File: src/motor_trig_adc_pkg.sv
// Purpose: Shared constants and types for the motor-trigger conversion program selector.
// Assumes: One 20 MHz clock, AXI4-Lite register access with 32-bit data.
// Notes: Offsets are byte addresses; each register is one aligned word.
//
// How it works
// - Bit 7 of each trigger select register enables its motor trigger; a cleared bit ignores it.
// - Trigger select registers for triggers zero to five govern motor_trigger_0 to motor_trigger_5.
// - Bits 2-0 of a trigger select pick program zero to five; codes 110 and 111 are reserved.
// - Interrupt choice 10 raises the conversion-done interrupt, 00 and 11 raise none, 01 is reserved.
// - Interrupt select register n governs the completion interrupt of program n when it finishes.
// - Each program register holds four slots, each an enable and a five-bit input select.
// - A running program converts each enabled slot whose input code is nine to twelve and passes its slot number as the result index.
// - Input codes 0_1001 to 0_1100 select analog inputs nine to twelve; all others are reserved.
// - Slot m has its enable at bit 8m+7 and its input select at bits 8m+4 down to 8m.
// - Conversion starts come from the motor trigger lines as well as from software.
package motor_trig_adc_pkg;
  localparam int NUM_TRIG = 6;
  localparam int NUM_PROG = 6;
  localparam int NUM_SLOT = 4;
  localparam int ADDR_W = 8;
  localparam logic [7:0] TRIG_SEL_BASE = 8'h00;
  localparam logic [7:0] IRQ_SEL_BASE = 8'h20;
  localparam logic [7:0] PROG_SLOT_BASE = 8'h40;
  localparam logic [7:0] INT_STATUS_OFS = 8'h60;
  localparam logic [7:0] INT_MASK_OFS = 8'h64;
  localparam logic [7:0] SW_START_OFS = 8'h68;
  localparam logic [7:0] RUN_STATE_OFS = 8'h6c;
  localparam int TRIG_EN_BIT = 7;
  localparam int SLOT_STRIDE = 8;
  localparam int SLOT_EN_POS = 7;
  localparam int DONE_LSB = 0;
  localparam int OVERRUN_LSB = 8;
  localparam int RUN_SLOT_LSB = 4;
  localparam int RUN_BUSY_BIT = 8;
  localparam int RUN_PEND_LSB = 16;
  localparam logic [31:0] TRIG_SEL_WMASK = 32'h0000_0087;
  localparam logic [31:0] IRQ_SEL_WMASK = 32'h0000_0003;
  localparam logic [31:0] PROG_SLOT_WMASK = 32'h9f9f_9f9f;
  localparam logic [31:0] INT_WMASK = 32'h0000_3f3f;
  localparam logic [31:0] REG_RESET = 32'h0000_0000;
  localparam logic [2:0] PROG_NUM_LAST = 3'h5;
  localparam logic [1:0] IRQ_CHOICE_FIRE = 2'h2;
  localparam logic [4:0] AIN_FIRST = 5'h09;
  localparam logic [4:0] AIN_LAST = 5'h0c;
  localparam logic [1:0] SLOT_LAST = 2'h3;
  localparam logic [1:0] RESP_OKAY = 2'h0;
  localparam logic [1:0] RESP_DECERR = 2'h3;

  typedef enum logic [1:0] {SEQ_IDLE, SEQ_SCAN, SEQ_WAIT, SEQ_FINISH} seq_state_t;

  // One conversion request towards the converter core.
  typedef struct packed {
    logic start;
    logic [4:0] input_sel;
    logic [1:0] result_idx;
  } conv_req_t;
endpackage

File: src/motor_trig_adc.sv
// Purpose: Starts preset conversion programs from six motor-drive trigger lines.
// Assumes: Trigger and converter handshake inputs are synchronous to sys_clk.
// Notes: Registers are reached over AXI4-Lite; see the package for the map.
//
// The AXI4-Lite interface to the registers and the register addresses were left to the implementer.
`timescale 1ns/1ps
`default_nettype none
module motor_trig_adc
  import motor_trig_adc_pkg::*;
(
  input wire logic sys_clk,
  input wire logic rst_n,
  input wire logic [ADDR_W-1:0] s_axi_awaddr,
  input wire logic [2:0] s_axi_awprot,
  input wire logic s_axi_awvalid,
  output logic s_axi_awready,
  input wire logic [31:0] s_axi_wdata,
  input wire logic [3:0] s_axi_wstrb,
  input wire logic s_axi_wvalid,
  output logic s_axi_wready,
  output logic [1:0] s_axi_bresp,
  output logic s_axi_bvalid,
  input wire logic s_axi_bready,
  input wire logic [ADDR_W-1:0] s_axi_araddr,
  input wire logic [2:0] s_axi_arprot,
  input wire logic s_axi_arvalid,
  output logic s_axi_arready,
  output logic [31:0] s_axi_rdata,
  output logic [1:0] s_axi_rresp,
  output logic s_axi_rvalid,
  input wire logic s_axi_rready,
  input wire logic [NUM_TRIG-1:0] motor_trigger,
  output conv_req_t conv_req,
  input wire logic conv_done,
  output logic motor_conv_done_irq,
  output logic irq
);

  // ********************************************************************
  // Helpers
  // ********************************************************************

  // Slot enable of slot m in a program word.
  function automatic logic slot_enable(input logic [31:0] w, input logic [1:0] m);
    slot_enable = w[SLOT_STRIDE*m + SLOT_EN_POS];
  endfunction

  // Input select of slot m in a program word.
  function automatic logic [4:0] slot_input_select(input logic [31:0] w, input logic [1:0] m);
    slot_input_select = w[SLOT_STRIDE*m +: 5];
  endfunction

  // Byte-lane merge that also drops writes to unused bits.
  function automatic logic [31:0] merge(input logic [31:0] old, input logic [31:0] d,
                                        input logic [3:0] strb, input logic [31:0] wmask);
    logic [31:0] lanes;
    lanes = {{8{strb[3]}}, {8{strb[2]}}, {8{strb[1]}}, {8{strb[0]}}} & wmask;
    merge = (old & ~lanes) | (d & lanes);
  endfunction

  // ********************************************************************
  // State declarations
  // ********************************************************************

  logic [31:0] trig_sel_r [NUM_TRIG];
  logic [31:0] trig_sel_nxt [NUM_TRIG];
  logic [31:0] irq_sel_r [NUM_PROG];
  logic [31:0] irq_sel_nxt [NUM_PROG];
  logic [31:0] prog_slot_r [NUM_PROG];
  logic [31:0] prog_slot_nxt [NUM_PROG];
  logic [31:0] int_status_r, int_status_nxt;
  logic [31:0] int_mask_r, int_mask_nxt;
  logic irq_r, irq_nxt;

  logic aw_held_r, aw_held_nxt;
  logic [ADDR_W-1:0] aw_addr_r, aw_addr_nxt;
  logic w_held_r, w_held_nxt;
  logic [31:0] w_data_r, w_data_nxt;
  logic [3:0] w_strb_r, w_strb_nxt;
  logic awready_r, awready_nxt;
  logic wready_r, wready_nxt;
  logic bvalid_r, bvalid_nxt;
  logic [1:0] bresp_r, bresp_nxt;
  logic arready_r, arready_nxt;
  logic rvalid_r, rvalid_nxt;
  logic [31:0] rdata_r, rdata_nxt;
  logic [1:0] rresp_r, rresp_nxt;
  logic wr_fire;
  logic [NUM_TRIG-1:0] sw_start;

  seq_state_t state_r, state_nxt;
  logic [NUM_TRIG-1:0] pending_r, pending_nxt;
  logic [2:0] cur_prog_r, cur_prog_nxt;
  logic [1:0] slot_r, slot_nxt;
  conv_req_t conv_req_r, conv_req_nxt;
  logic done_irq_r, done_irq_nxt;
  logic [NUM_PROG-1:0] done_evt;
  logic [NUM_TRIG-1:0] overrun_evt;

  // ********************************************************************
  // Register file and bus slave
  // ********************************************************************

  // Address decode, writes, reads and sticky status. Only one write and one read are
  // held at a time, which keeps the slave small at the cost of throughput.
  always_comb begin
    logic [ADDR_W-1:0] a;
    logic hit;
    a = '0;
    hit = 1'b0;
    trig_sel_nxt = trig_sel_r;
    irq_sel_nxt = irq_sel_r;
    prog_slot_nxt = prog_slot_r;
    int_mask_nxt = int_mask_r;
    int_status_nxt = int_status_r;
    aw_held_nxt = aw_held_r;
    aw_addr_nxt = aw_addr_r;
    w_held_nxt = w_held_r;
    w_data_nxt = w_data_r;
    w_strb_nxt = w_strb_r;
    bvalid_nxt = bvalid_r;
    bresp_nxt = bresp_r;
    arready_nxt = arready_r;
    rvalid_nxt = rvalid_r;
    rdata_nxt = rdata_r;
    rresp_nxt = rresp_r;
    sw_start = '0;
    // Address and data are taken in either order.
    if (s_axi_awvalid && awready_r) begin
      aw_held_nxt = 1'b1;
      aw_addr_nxt = s_axi_awaddr;
    end
    if (s_axi_wvalid && wready_r) begin
      w_held_nxt = 1'b1;
      w_data_nxt = s_axi_wdata;
      w_strb_nxt = s_axi_wstrb;
    end
    wr_fire = aw_held_r && w_held_r && !bvalid_r;
    if (wr_fire) begin
      a = aw_addr_r;
      hit = 1'b1;
      for (int i = 0; i < NUM_TRIG; i++) begin
        if (a == TRIG_SEL_BASE + 8'(4*i)) begin
          trig_sel_nxt[i] = merge(trig_sel_r[i], w_data_r, w_strb_r, TRIG_SEL_WMASK);
        end
      end
      for (int i = 0; i < NUM_PROG; i++) begin
        if (a == IRQ_SEL_BASE + 8'(4*i)) begin
          irq_sel_nxt[i] = merge(irq_sel_r[i], w_data_r, w_strb_r, IRQ_SEL_WMASK);
        end
        if (a == PROG_SLOT_BASE + 8'(4*i)) begin
          prog_slot_nxt[i] = merge(prog_slot_r[i], w_data_r, w_strb_r, PROG_SLOT_WMASK);
        end
      end
      if (a == INT_STATUS_OFS) begin
        int_status_nxt = int_status_r & ~merge(32'h0, w_data_r, w_strb_r, INT_WMASK);
      end else if (a == INT_MASK_OFS) begin
        int_mask_nxt = merge(int_mask_r, w_data_r, w_strb_r, INT_WMASK);
      end else if (a == SW_START_OFS) begin
        sw_start = w_strb_r[0] ? w_data_r[NUM_TRIG-1:0] : '0;
      end else if (!((a >= TRIG_SEL_BASE && a < TRIG_SEL_BASE + 8'h18)
                  || (a >= IRQ_SEL_BASE && a < IRQ_SEL_BASE + 8'h18)
                  || (a >= PROG_SLOT_BASE && a < PROG_SLOT_BASE + 8'h18)
                  || a == RUN_STATE_OFS) || a[1:0] != 2'h0) begin
        hit = 1'b0;
      end
      aw_held_nxt = 1'b0;
      w_held_nxt = 1'b0;
      bvalid_nxt = 1'b1;
      bresp_nxt = hit ? RESP_OKAY : RESP_DECERR;
    end else if (bvalid_r && s_axi_bready) begin
      bvalid_nxt = 1'b0;
    end
    // Events set status after the clear so a same-cycle event is never lost.
    int_status_nxt[DONE_LSB +: NUM_PROG] = int_status_nxt[DONE_LSB +: NUM_PROG] | done_evt;
    int_status_nxt[OVERRUN_LSB +: NUM_TRIG] =
      int_status_nxt[OVERRUN_LSB +: NUM_TRIG] | overrun_evt;
    awready_nxt = !aw_held_nxt && !bvalid_nxt;
    wready_nxt = !w_held_nxt && !bvalid_nxt;
    // Reads answer one cycle after the address is taken; unused bits read zero.
    if (s_axi_arvalid && arready_r) begin
      arready_nxt = 1'b0;
      rvalid_nxt = 1'b1;
      rdata_nxt = 32'h0;
      rresp_nxt = RESP_DECERR;
      for (int i = 0; i < NUM_TRIG; i++) begin
        if (s_axi_araddr == TRIG_SEL_BASE + 8'(4*i)) begin
          rdata_nxt = trig_sel_r[i];
          rresp_nxt = RESP_OKAY;
        end
      end
      for (int i = 0; i < NUM_PROG; i++) begin
        if (s_axi_araddr == IRQ_SEL_BASE + 8'(4*i)) begin
          rdata_nxt = irq_sel_r[i];
          rresp_nxt = RESP_OKAY;
        end
        if (s_axi_araddr == PROG_SLOT_BASE + 8'(4*i)) begin
          rdata_nxt = prog_slot_r[i];
          rresp_nxt = RESP_OKAY;
        end
      end
      if (s_axi_araddr == INT_STATUS_OFS) begin
        rdata_nxt = int_status_r;
        rresp_nxt = RESP_OKAY;
      end else if (s_axi_araddr == INT_MASK_OFS) begin
        rdata_nxt = int_mask_r;
        rresp_nxt = RESP_OKAY;
      end else if (s_axi_araddr == SW_START_OFS) begin
        rresp_nxt = RESP_OKAY;
      end else if (s_axi_araddr == RUN_STATE_OFS) begin
        rdata_nxt[2:0] = cur_prog_r;
        rdata_nxt[RUN_SLOT_LSB +: 2] = slot_r;
        rdata_nxt[RUN_BUSY_BIT] = (state_r != SEQ_IDLE);
        rdata_nxt[RUN_PEND_LSB +: NUM_TRIG] = pending_r;
        rresp_nxt = RESP_OKAY;
      end
    end else if (rvalid_r && s_axi_rready) begin
      rvalid_nxt = 1'b0;
      arready_nxt = 1'b1;
    end
    irq_nxt = |(int_status_nxt & int_mask_nxt);
  end

  // Registers of the bus slave and register file; all fields clear on reset except awready, wready and arready, which set.
  always_ff @(posedge sys_clk or negedge rst_n) begin
    if (!rst_n) begin
      for (int i = 0; i < NUM_TRIG; i++) begin
        trig_sel_r[i] <= REG_RESET;
      end
      for (int i = 0; i < NUM_PROG; i++) begin
        irq_sel_r[i] <= REG_RESET;
        prog_slot_r[i] <= REG_RESET;
      end
      int_status_r <= REG_RESET;
      int_mask_r <= REG_RESET;
      irq_r <= 1'b0;
      aw_held_r <= 1'b0;
      aw_addr_r <= '0;
      w_held_r <= 1'b0;
      w_data_r <= 32'h0;
      w_strb_r <= 4'h0;
      awready_r <= 1'b1;
      wready_r <= 1'b1;
      bvalid_r <= 1'b0;
      bresp_r <= RESP_OKAY;
      arready_r <= 1'b1;
      rvalid_r <= 1'b0;
      rdata_r <= 32'h0;
      rresp_r <= RESP_OKAY;
    end else begin
      trig_sel_r <= trig_sel_nxt;
      irq_sel_r <= irq_sel_nxt;
      prog_slot_r <= prog_slot_nxt;
      int_status_r <= int_status_nxt;
      int_mask_r <= int_mask_nxt;
      irq_r <= irq_nxt;
      aw_held_r <= aw_held_nxt;
      aw_addr_r <= aw_addr_nxt;
      w_held_r <= w_held_nxt;
      w_data_r <= w_data_nxt;
      w_strb_r <= w_strb_nxt;
      awready_r <= awready_nxt;
      wready_r <= wready_nxt;
      bvalid_r <= bvalid_nxt;
      bresp_r <= bresp_nxt;
      arready_r <= arready_nxt;
      rvalid_r <= rvalid_nxt;
      rdata_r <= rdata_nxt;
      rresp_r <= rresp_nxt;
    end
  end

  // ********************************************************************
  // Program sequencer
  // ********************************************************************

  // Triggers queue as pending bits and run one program at a time. A repeat trigger on
  // a trigger already pending is merged and flagged, since a queue per trigger would
  // cost far more than the controller it feeds.
  always_comb begin
    logic [NUM_TRIG-1:0] trig_req;
    logic [2:0] pick;
    logic [31:0] pw;
    trig_req = '0;
    pick = 3'h0;
    pw = prog_slot_r[cur_prog_r];
    state_nxt = state_r;
    pending_nxt = pending_r;
    cur_prog_nxt = cur_prog_r;
    slot_nxt = slot_r;
    conv_req_nxt = conv_req_r;
    conv_req_nxt.start = 1'b0;
    done_irq_nxt = 1'b0;
    done_evt = '0;
    for (int i = 0; i < NUM_TRIG; i++) begin
      trig_req[i] = (motor_trigger[i] || sw_start[i])
                    && trig_sel_r[i][TRIG_EN_BIT]
                    && trig_sel_r[i][2:0] <= PROG_NUM_LAST;
    end
    overrun_evt = trig_req & pending_r;
    case (state_r)
      SEQ_IDLE: begin
        for (int i = NUM_TRIG - 1; i >= 0; i--) begin
          if (pending_r[i]) begin
            pick = 3'(i);
          end
        end
        if (|pending_r) begin
          pending_nxt[pick] = 1'b0;
          // Settings are read at launch, so a reserved code written meanwhile drops it.
          if (trig_sel_r[pick][2:0] <= PROG_NUM_LAST) begin
            cur_prog_nxt = trig_sel_r[pick][2:0];
            slot_nxt = 2'h0;
            state_nxt = SEQ_SCAN;
          end
        end
      end
      SEQ_SCAN: begin
        if (slot_enable(pw, slot_r)
            && slot_input_select(pw, slot_r) >= AIN_FIRST
            && slot_input_select(pw, slot_r) <= AIN_LAST) begin
          conv_req_nxt.start = 1'b1;
          conv_req_nxt.input_sel = slot_input_select(pw, slot_r);
          conv_req_nxt.result_idx = slot_r;
          state_nxt = SEQ_WAIT;
        end else if (slot_r == SLOT_LAST) begin
          state_nxt = SEQ_FINISH;
        end else begin
          slot_nxt = slot_r + 2'h1;
        end
      end
      SEQ_WAIT: begin
        if (conv_done) begin
          if (slot_r == SLOT_LAST) begin
            state_nxt = SEQ_FINISH;
          end else begin
            slot_nxt = slot_r + 2'h1;
            state_nxt = SEQ_SCAN;
          end
        end
      end
      SEQ_FINISH: begin
        done_evt[cur_prog_r] = 1'b1;
        done_irq_nxt = (irq_sel_r[cur_prog_r][1:0] == IRQ_CHOICE_FIRE);
        state_nxt = SEQ_IDLE;
      end
      default: begin
        state_nxt = SEQ_IDLE;
      end
    endcase
    // New requests are set last so a launch clear never swallows them.
    pending_nxt = pending_nxt | trig_req;
  end

  // Sequencer registers.
  always_ff @(posedge sys_clk or negedge rst_n) begin
    if (!rst_n) begin
      state_r <= SEQ_IDLE;
      pending_r <= '0;
      cur_prog_r <= 3'h0;
      slot_r <= 2'h0;
      conv_req_r <= '0;
      done_irq_r <= 1'b0;
    end else begin
      state_r <= state_nxt;
      pending_r <= pending_nxt;
      cur_prog_r <= cur_prog_nxt;
      slot_r <= slot_nxt;
      conv_req_r <= conv_req_nxt;
      done_irq_r <= done_irq_nxt;
    end
  end

  // Outputs straight from flip-flops.
  assign s_axi_awready = awready_r;
  assign s_axi_wready = wready_r;
  assign s_axi_bvalid = bvalid_r;
  assign s_axi_bresp = bresp_r;
  assign s_axi_arready = arready_r;
  assign s_axi_rvalid = rvalid_r;
  assign s_axi_rdata = rdata_r;
  assign s_axi_rresp = rresp_r;
  assign conv_req = conv_req_r;
  assign motor_conv_done_irq = done_irq_r;
  assign irq = irq_r;

endmodule
`default_nettype wire

File: config.mk
export PLATFORM = sky130hd
export DESIGN_NAME = motor_trig_adc
export DESIGN_NICKNAME = d
export VERILOG_FILES = /design/src/motor_trig_adc_pkg.sv /design/src/motor_trig_adc.sv
export SDC_FILE = /design/constraint.sdc
export NUM_CORES = 1
export LEC_CHECK = 0
export BUFFER_PORTS_ARGS = -buffer_cell sky130_fd_sc_hd__buf_4
export CAP_MARGIN = 10
export CORE_MARGIN = 2
export CORE_UTILIZATION = 41
export DETAILED_ROUTE_END_ITERATION = 12
export PLACE_DENSITY = 0.69
export SLEW_MARGIN = 20
export SYNTH_ARGS = -nofsm -noshare
export SYNTH_HDL_FRONTEND = slang
export SYNTH_SLANG_ARGS = --single-unit
File: constraint.sdc
create_clock -name sys_clk -period 3.7 [get_ports sys_clk]
set_clock_uncertainty 0.05 [all_clocks]
set_input_delay 0.925 -clock sys_clk [delete_from_list [all_inputs] [get_ports sys_clk]]
set_output_delay 0.925 -clock sys_clk [all_outputs]
set_load 0.05 [all_outputs]
==> reports/qor.yml, run 1 <==
job:
  drv_cap: 0
sta:
  final_hold_viol_count: 0
  fin_crit_sh: 0.8908
  slew_headroom: 0.4382
  fin_crit_ps: 3296
  rsz0062_at_grt: "no"
  slew_violations: 0
  tightest_slew_ps: 842.6
  clock.fmax_mhz: 303.4
  tns_ps: 0
  setup_viol: 0
yosys:
  yosys-top-cells-area: "dfrtp_1 50%, mux2_2 18%, mux2i_1 4.6%, nand2_1 2.7%, a222oi_1 2.4%"
  ys_seq_area_frac: 0.5017
  yosysTopAreaCellShare: 0.4964
  syn_area_sq_um: 15020
  synthDistinctLibCells: 75
  syn_inst: 1290
  synth_seq_cells: 301
  ys_warn_count: 0
  yosys.area.top_type: "dfrtp_1"
  synth_edf_count: 0
  synthFlopType: "dfrtp_1"
  avgSynthCellArea_sq_um: 11.64
  synth-async-reset-ratio: 1.000
setup_path:
  path_cells: "buf_4 -> buf_4 -> nand2b_1 -> o21ai_0 -> a21oi_1 -> a21oi_1 -> o221ai_1 -> or2_4 -> nor2_4 -> or3_4 -> mux2_4"
  crit_arrival_ps: 3700
  slowest_stage: "dfrtp_1"
  slowest_delay_ps: 500
  cp_top_family: "simple AND/OR/NAND/NOR gates"
  critPathMaxFanout: 12
  cp.depth: 11
  path_class: "reg -> reg"
  critPathCaptureType: "flip-flop"
  crit_required_ps: 4100
  cp_num_buf_inv: 2
  rr_worst_depth: 11
  start_kind: "flip-flop"
floorplanning:
  row_count: 70
  coreArea_sq_um: 36350
  start_util: 0.4133
  die_h_um: 195.4
  dieArea_sq_um: 38190
  ios: 123
  die_x_um: 195.4
final_layout:
  n_fill_cell: 3225
  final_util: 0.4818
  n_antenna_cell: 0
  seqCellArea_sq_um: 7537
  drive_gt1_frac: 0.3305
  multiInputGateArea_sq_um: 7068
  syn_to_final_growth_pct: 16.57
  final_cell_count_no_fill: 1899
  fin_nets: 1487
power:
  power.share.combinational: 0.283
  leakage_nw: 7.998
  p_switching_mw: 3.974
  clkPwrFrac: 0.277
  peakVddDrop_v: 0.0003970
  seqPwrFrac: 0.440
  swShare: 0.3653
  p_int_mw: 6.903
  p_per_area_nw_per_um2: 621.2
cts:
  clk_latency_ps: 580
  htree_num_levels: 1
  cts_root_buffer: "clkbuf_16"
  cts_buffer_depth: 3
  clkSinkCount: 301
  numCtsBuffers: 31
  ctsHoldBuffers: 0
  cts_setup_buffers: 0
  clkTransAtPathRegs_ps: 60
  cts_tree: "yes"
  cts_resized: 0
grt:
  grt_pass1_vias: 11610
  grt_util_all_layers: 0.2377
  grt_overflow: 0
  grt_max_degree: 81
  antenna_found_initial: 0
  grt_pass1_wl_um: 70180
drt:
  wl_met3_um: 3551
  wl_met1_um: 19490
  drc_errors: 0
  drtIter0Drc: 1313
  top_layer_used: "met4"
  avgViaCountPerCell: 6.116
  postRouteAntennaNets: 0
  firstDrtPassIters: 9
  wl_met2_um: 21060
  wl_per_cell_um: 23.81
  vias: 11610
  wirelength_um: 45220
placement:
  io_buffers: 105
  place_congestion: 0.9321
  dp.final_hpwl_um: 32110
  place_inst: 1844
outcome:
  status: "finished clean"
hold_path:
  worstHoldPathType: "in -> async"
-- cells by family (layout without fill, tap and decap cells) --
| family | count (synthesis) | after routing | synth area share |
|---|---|---|---|
| AO/OA/AOI/OAI | 276 | 276 | 0.1309 |
| XOR/XNOR | 1 | 1 | 0.001083 |
| adder cells (fa/ha/maj) | 6 | 6 | 0.004997 |
| buffers and inverters | 88 | 225 | 0.02948 |
| flip-flops | 301 | 301 | 0.5017 |
| multiplexers | 318 | 318 | 0.2398 |
| other | 1 | 5 | 0.0002496 |
| AND/OR/NAND/NOR | 299 | 299 | 0.09179 |
-- path summary, 6_finish.rpt --
kind	slack, ps	from	end
worst max-delay path	400	cur_prog_r[1]	slot_r[0]
worst min-delay path	300	rst_n	s_axi_rdata[25]
worst max register to register	400	cur_prog_r[1]	slot_r[0]
worst min register to register	390	w_held_r	s_axi_wready
max in group asynchronous	2420	rst_n	aw_addr_r[1]
min in group sys_clk	390	w_held_r	s_axi_wready
-- cells in the mapped netlist (all sizes together), types with 6 or more instances --
| library cell | number |
|---|---|
| a21oi | 42 |
| dfrtp | 298 |
| a22o | 9 |
| a222oi | 36 |
| nand2b | 10 |
| clkbuf | 43 |
| nand2 | 110 |
| mux4 | 9 |
| o22ai | 23 |
| nand3 | 15 |
| a21o | 19 |
| ha | 6 |
| nor3 | 24 |
| a221oi | 16 |
| buf | 30 |
| nor2 | 85 |
| mux2 | 240 |
| o31ai | 10 |
| and2 | 7 |
| or3 | 6 |
| mux2i | 69 |
| inv | 14 |
| o21ai | 52 |
| nor2b | 9 |
| a31oi | 11 |
| or2 | 7 |
| a22oi | 27 |
-- worst register-to-register path, stage by stage (launching register included) --
cell      delay (ps)
dfrtp_1          500
buf_4            290
buf_4            230
nand2b_1         360
o21ai_0          150
a21oi_1          250
a21oi_1           70
o221ai_1         320
or2_4            210
nor2_4            40
or3_4            390
mux2_4           300
-- power groups by stage --
stage | Sequential (mW) | Combinational, mW | Clock (mW)
floorplan | 4.57 | 2.11 | 0
detailed placement | 4.81 | 3.04 | 0
global placement | 4.79 | 2.99 | 0
CTS | 4.76 | 3.06 | 3.06
global route | 4.88 | 3.28 | 3.19
finish | 4.79 | 3.08 | 3.01
-- layer usage --
layer | vias to the layer above | GRT usage
li1 | 5083 | -
met1 | 5891 | 0.3366
met2 | 557 | 0.3782
met3 | 83 | 0.03679
met4 | 0 | 0.07096
met5 | - | 0
-- cell type report --
class	instances	share of cell area
timing repair buffer	156	0.07374
multi-input combinational	905	0.4036
sequential	301	0.4304
clock inverter	7	0.002644
tap	468	0.03344
clock buffer	48	0.05309
inverter	14	0.003001
-- cell usage in the layout, fill, tap and decap left out, types with 4 or more instances in the layout --
cell type,n
clkinv_2,4
o221ai_1,5
or3_1,5
conb_1,5
a22o_1,8
mux2i_1,69
a221oi_1,16
and2_1,6
nor3_1,22
mux2_2,238
a211oi_1,4
mux4_2,8
clkbuf_8,9
o22ai_1,23
clkbuf_1,8
ha_1,6
nand3b_1,4
dfrtp_1,297
o21ai_1,14
nand2b_1,10
buf_4,146
nor2b_1,8
nand3_1,15
nor4_1,5
a21o_1,19
o31ai_1,10
a21oi_1,41
nand2_1,110
nand4_1,4
a2111oi_0,4
nor2_1,84
clkbuf_16,31
and3_1,4
a31oi_1,11
a222oi_1,36
buf_12,9
o21ai_0,38
inv_1,13
a22oi_1,27
-- stage by stage --
step | hold slack, ps | total power [mW] | worst slack, ps | cell area [sq um]
2_1_floorplan | 347.4 | 6.680 | 893.8 | 15040
3_5_place_dp | 390.6 | 7.858 | 502.3 | 16530
6_report | 303.2 | 10.88 | 404.1 | 17510
5_1_grt | 340.3 | 11.35 | 310.0 | 17510
3_3_place_gp | 384.4 | 7.775 | 489.9 | 16530
4_1_cts | 324.1 | 10.88 | 470.7 | 17510
Power figures use the tool's default switching activity.
==> inputs of run 2 (changes only) <==
==> constraint.sdc (replaced) <==
create_clock -name sys_clk -period 3.7 [get_ports sys_clk]
set_clock_uncertainty 0.05 [all_clocks]
set_input_delay 0.37 -clock sys_clk [delete_from_list [all_inputs] [get_ports sys_clk]]
set_output_delay 0.37 -clock sys_clk [all_outputs]
set_load 0.05 [all_outputs]
==> reports/qor.yml, run 2 (synthesis gave the netlist of run 1 again) <==
outcome:
  status: "finished clean"  # unchanged
setup_path:
  slowest_stage: "dfrtp_1"  # unchanged
  critPathMaxFanout: 7  # was 12
  start_kind: "flip-flop"  # unchanged
  rrSetupSlack_ps: 430  # was 400 ps
  slowest_delay_ps: 490  # was 500 ps
  critPathCaptureType: "flip-flop"  # unchanged
  endpoint: "slot_r[0]"  # unchanged
  path_cells: "nand2b_1 -> a21oi_2 -> o21ba_1 -> mux2i_1 -> a22oi_1 -> a31o_1 -> a221o_1 -> or3_4 -> mux2_4"  # was buf_4 -> buf_4 -> nand2b_1 -> o21ai_0 -> a21oi_1 -> a21oi_1 -> o221ai_1 -> or2_4 -> nor2_4 -> or3_4 -> mux2_4
  crit_required_ps: 4040  # was 4100 ps
  path_class: "reg -> reg"  # unchanged
  critPathLaunch: "pending_r[4]"  # was cur_prog_r[1]
  reg2reg_to: "slot_r[0]"  # unchanged
  crit_arrival_ps: 3610  # was 3700 ps
  r2r-start: "pending_r[4]"  # was cur_prog_r[1]
  rr_worst_depth: 9  # was 11
power:
  peakVddDrop_v: 0.0005137  # was 0.0003970 V
  p_per_area_nw_per_um2: 648.5  # was 621.2 nW/um^2
  leakage_nw: 8.068  # was 7.998 nW
  finalPower_mw: 11.45  # was 10.88 mW
final_layout:
  final_util: 0.4860  # was 0.4818
  final_common_cell: "dfrtp_1"  # unchanged
  n_fill_cell: 3233  # was 3225
  fin_nets: 1488  # was 1487
  mostFrequentLayoutCells: "297 x dfrtp_1, 238 x mux2_2, 146 x buf_4, 110 x nand2_1, 84 x nor2_1"  # unchanged
  syn_to_final_growth_pct: 17.58  # was 16.57%
  drive_gt1_frac: 0.3312  # was 0.3305
  n_antenna_cell: 0  # unchanged
  final_cell_count_no_fill: 1902  # was 1899
  final_area_sq_um: 17660  # was 17510 sq um
floorplanning:
  row_count: 70  # unchanged
  die_h_um: 195.4  # unchanged
  ios: 123  # unchanged
  dieArea_sq_um: 38190  # unchanged
  die_x_um: 195.4  # unchanged
  coreArea_sq_um: 36350  # unchanged
  start_util: 0.4133  # unchanged
cts:
  clk_latency_ps: 510  # was 580 ps
  htree_num_levels: 2  # was 1
  clkSinkCount: 301  # unchanged
  cts_root_buffer: "clkbuf_16"  # unchanged
  cts_buffer_depth: 3  # unchanged
  clkTransAtPathRegs_ps: 60  # about the same
  cts_tree: "yes"  # unchanged
  numCtsBuffers: 34  # was 31
  cts_resized: 0  # unchanged
placement:
  place_inst: 1840  # was 1844
  dp.final_hpwl_um: 31420  # was 32110 um
  place_area_sq_um: 16450  # was 16530 sq um
  place_congestion: 0.9719  # was 0.9321
  io_buffers: 105  # unchanged
  dpl_worst_slack_ps: 508.7  # was 502.3 ps
sta:
  final_hold_viol_count: 0  # unchanged
  worst_slack_ps: 430.8  # was 404.1 ps
  slew_headroom: 0.4159  # was 0.4382
  fin_crit_ps: 3269  # was 3296 ps
  rsz0062_at_grt: "no"  # unchanged
  fin_crit_sh: 0.8836  # was 0.8908
  clock.fmax_mhz: 305.9  # was 303.4 MHz
  tightest_slew_ps: 876.1  # was 842.6 ps
  tns_ps: 0  # unchanged
  whs_ps: 35.04  # was 303.2 ps
  setup_viol: 0  # unchanged
  slew_violations: 0  # unchanged
drt:
  wirelength_um: 44710  # was 45220 um
  top_layer_used: "met4"  # unchanged
  avgViaCountPerCell: 6.094  # was 6.116
  firstDrtPassIters: 9  # unchanged
  wl_per_cell_um: 23.51  # was 23.81 um
  wl_met3_um: 3409  # was 3551 um
  vias: 11590  # was 11610
  postRouteAntennaNets: 0  # unchanged
  drtIter0Drc: 1269  # was 1313
  wl_met1_um: 19920  # was 19490 um
  wl_met2_um: 19830  # was 21060 um
  drc_errors: 0  # unchanged
job:
  drv_cap: 0  # unchanged
grt:
  grt_max_degree: 94  # was 81
  grt_pass1_vias: 11640  # was 11610
  grt_overflow: 0  # unchanged
  grt_pass1_wl_um: 69370  # was 70180 um
  grt_util_all_layers: 0.2349  # was 0.2377
  antenna_found_initial: 0  # unchanged
hold_path:
  worstHoldPathType: "in -> reg"  # was in -> async
## run 2: cell count changes in the layout (fill, tap and decap cells not counted)
cell,before,now
dlygate4sd3_1,0,2
clkinv_4,2,0
clkbuf_1,8,7
clkinv_2,4,1
bufinv_16,0,4
clkinvlp_4,0,2
buf_12,9,5
clkbuf_8,9,10
clkbuf_16,31,35
## run 2: routing by layer
| metal | vias to the layer above | GRT usage |
|---|---|---|
| met3 | 108 | 0.03886 |
| met2 | 554 | 0.3560 |
| li1 | 5091 | - |
| met4 | 0 | 0.08934 |
| met1 | 5837 | 0.3384 |
| met5 | - | 0 |
## run 2: worst min-delay path by stage
stage	start	endpoint	cells after the start
global placement	w_held_r	s_axi_wready	1
floorplan	rst_n	async pin	0
detailed placement	w_held_r	s_axi_wready	1
CTS	s_axi_wdata[10]	w_data_r[10]	2
finish	s_axi_awaddr[1]	aw_addr_r[1]	2
global route	s_axi_wdata[3]	w_data_r[3]	2
## run 2: timing repair
action,in CTS,in global routing
hold endpoints to repair,87,0
setup buffers,0,0
hold buffers,2,0
## run 2: critical path, delay by kind of cell (launching register included)
family / cells / cell delay (ps)
compound gates: 5 / 1420
flops: 1 / 490
mux: 2 / 550
simple gates: 2 / 630
## run 2: final cells by class
type | instances | area, sq um | share of cell area
Clock buffer | 52 | 1040 | 0.05887
Clock inverter | 8 | 148.9 | 0.008430
Inverter | 14 | 52.55 | 0.002975
Multi-Input combinational cell | 905 | 7068 | 0.4002
Sequential cell | 301 | 7537 | 0.4267
Tap cell | 468 | 585.6 | 0.03315
Timing Repair Buffer | 154 | 1231 | 0.06970
## run 2: report_power, final
part / leakage (nW) / internal, mW / switching (mW)
registers: 4.06 / 3.87 / 0.994
logic: 3.43 / 1.34 / 1.69
clock network: 0.577 / 2.22 / 1.35
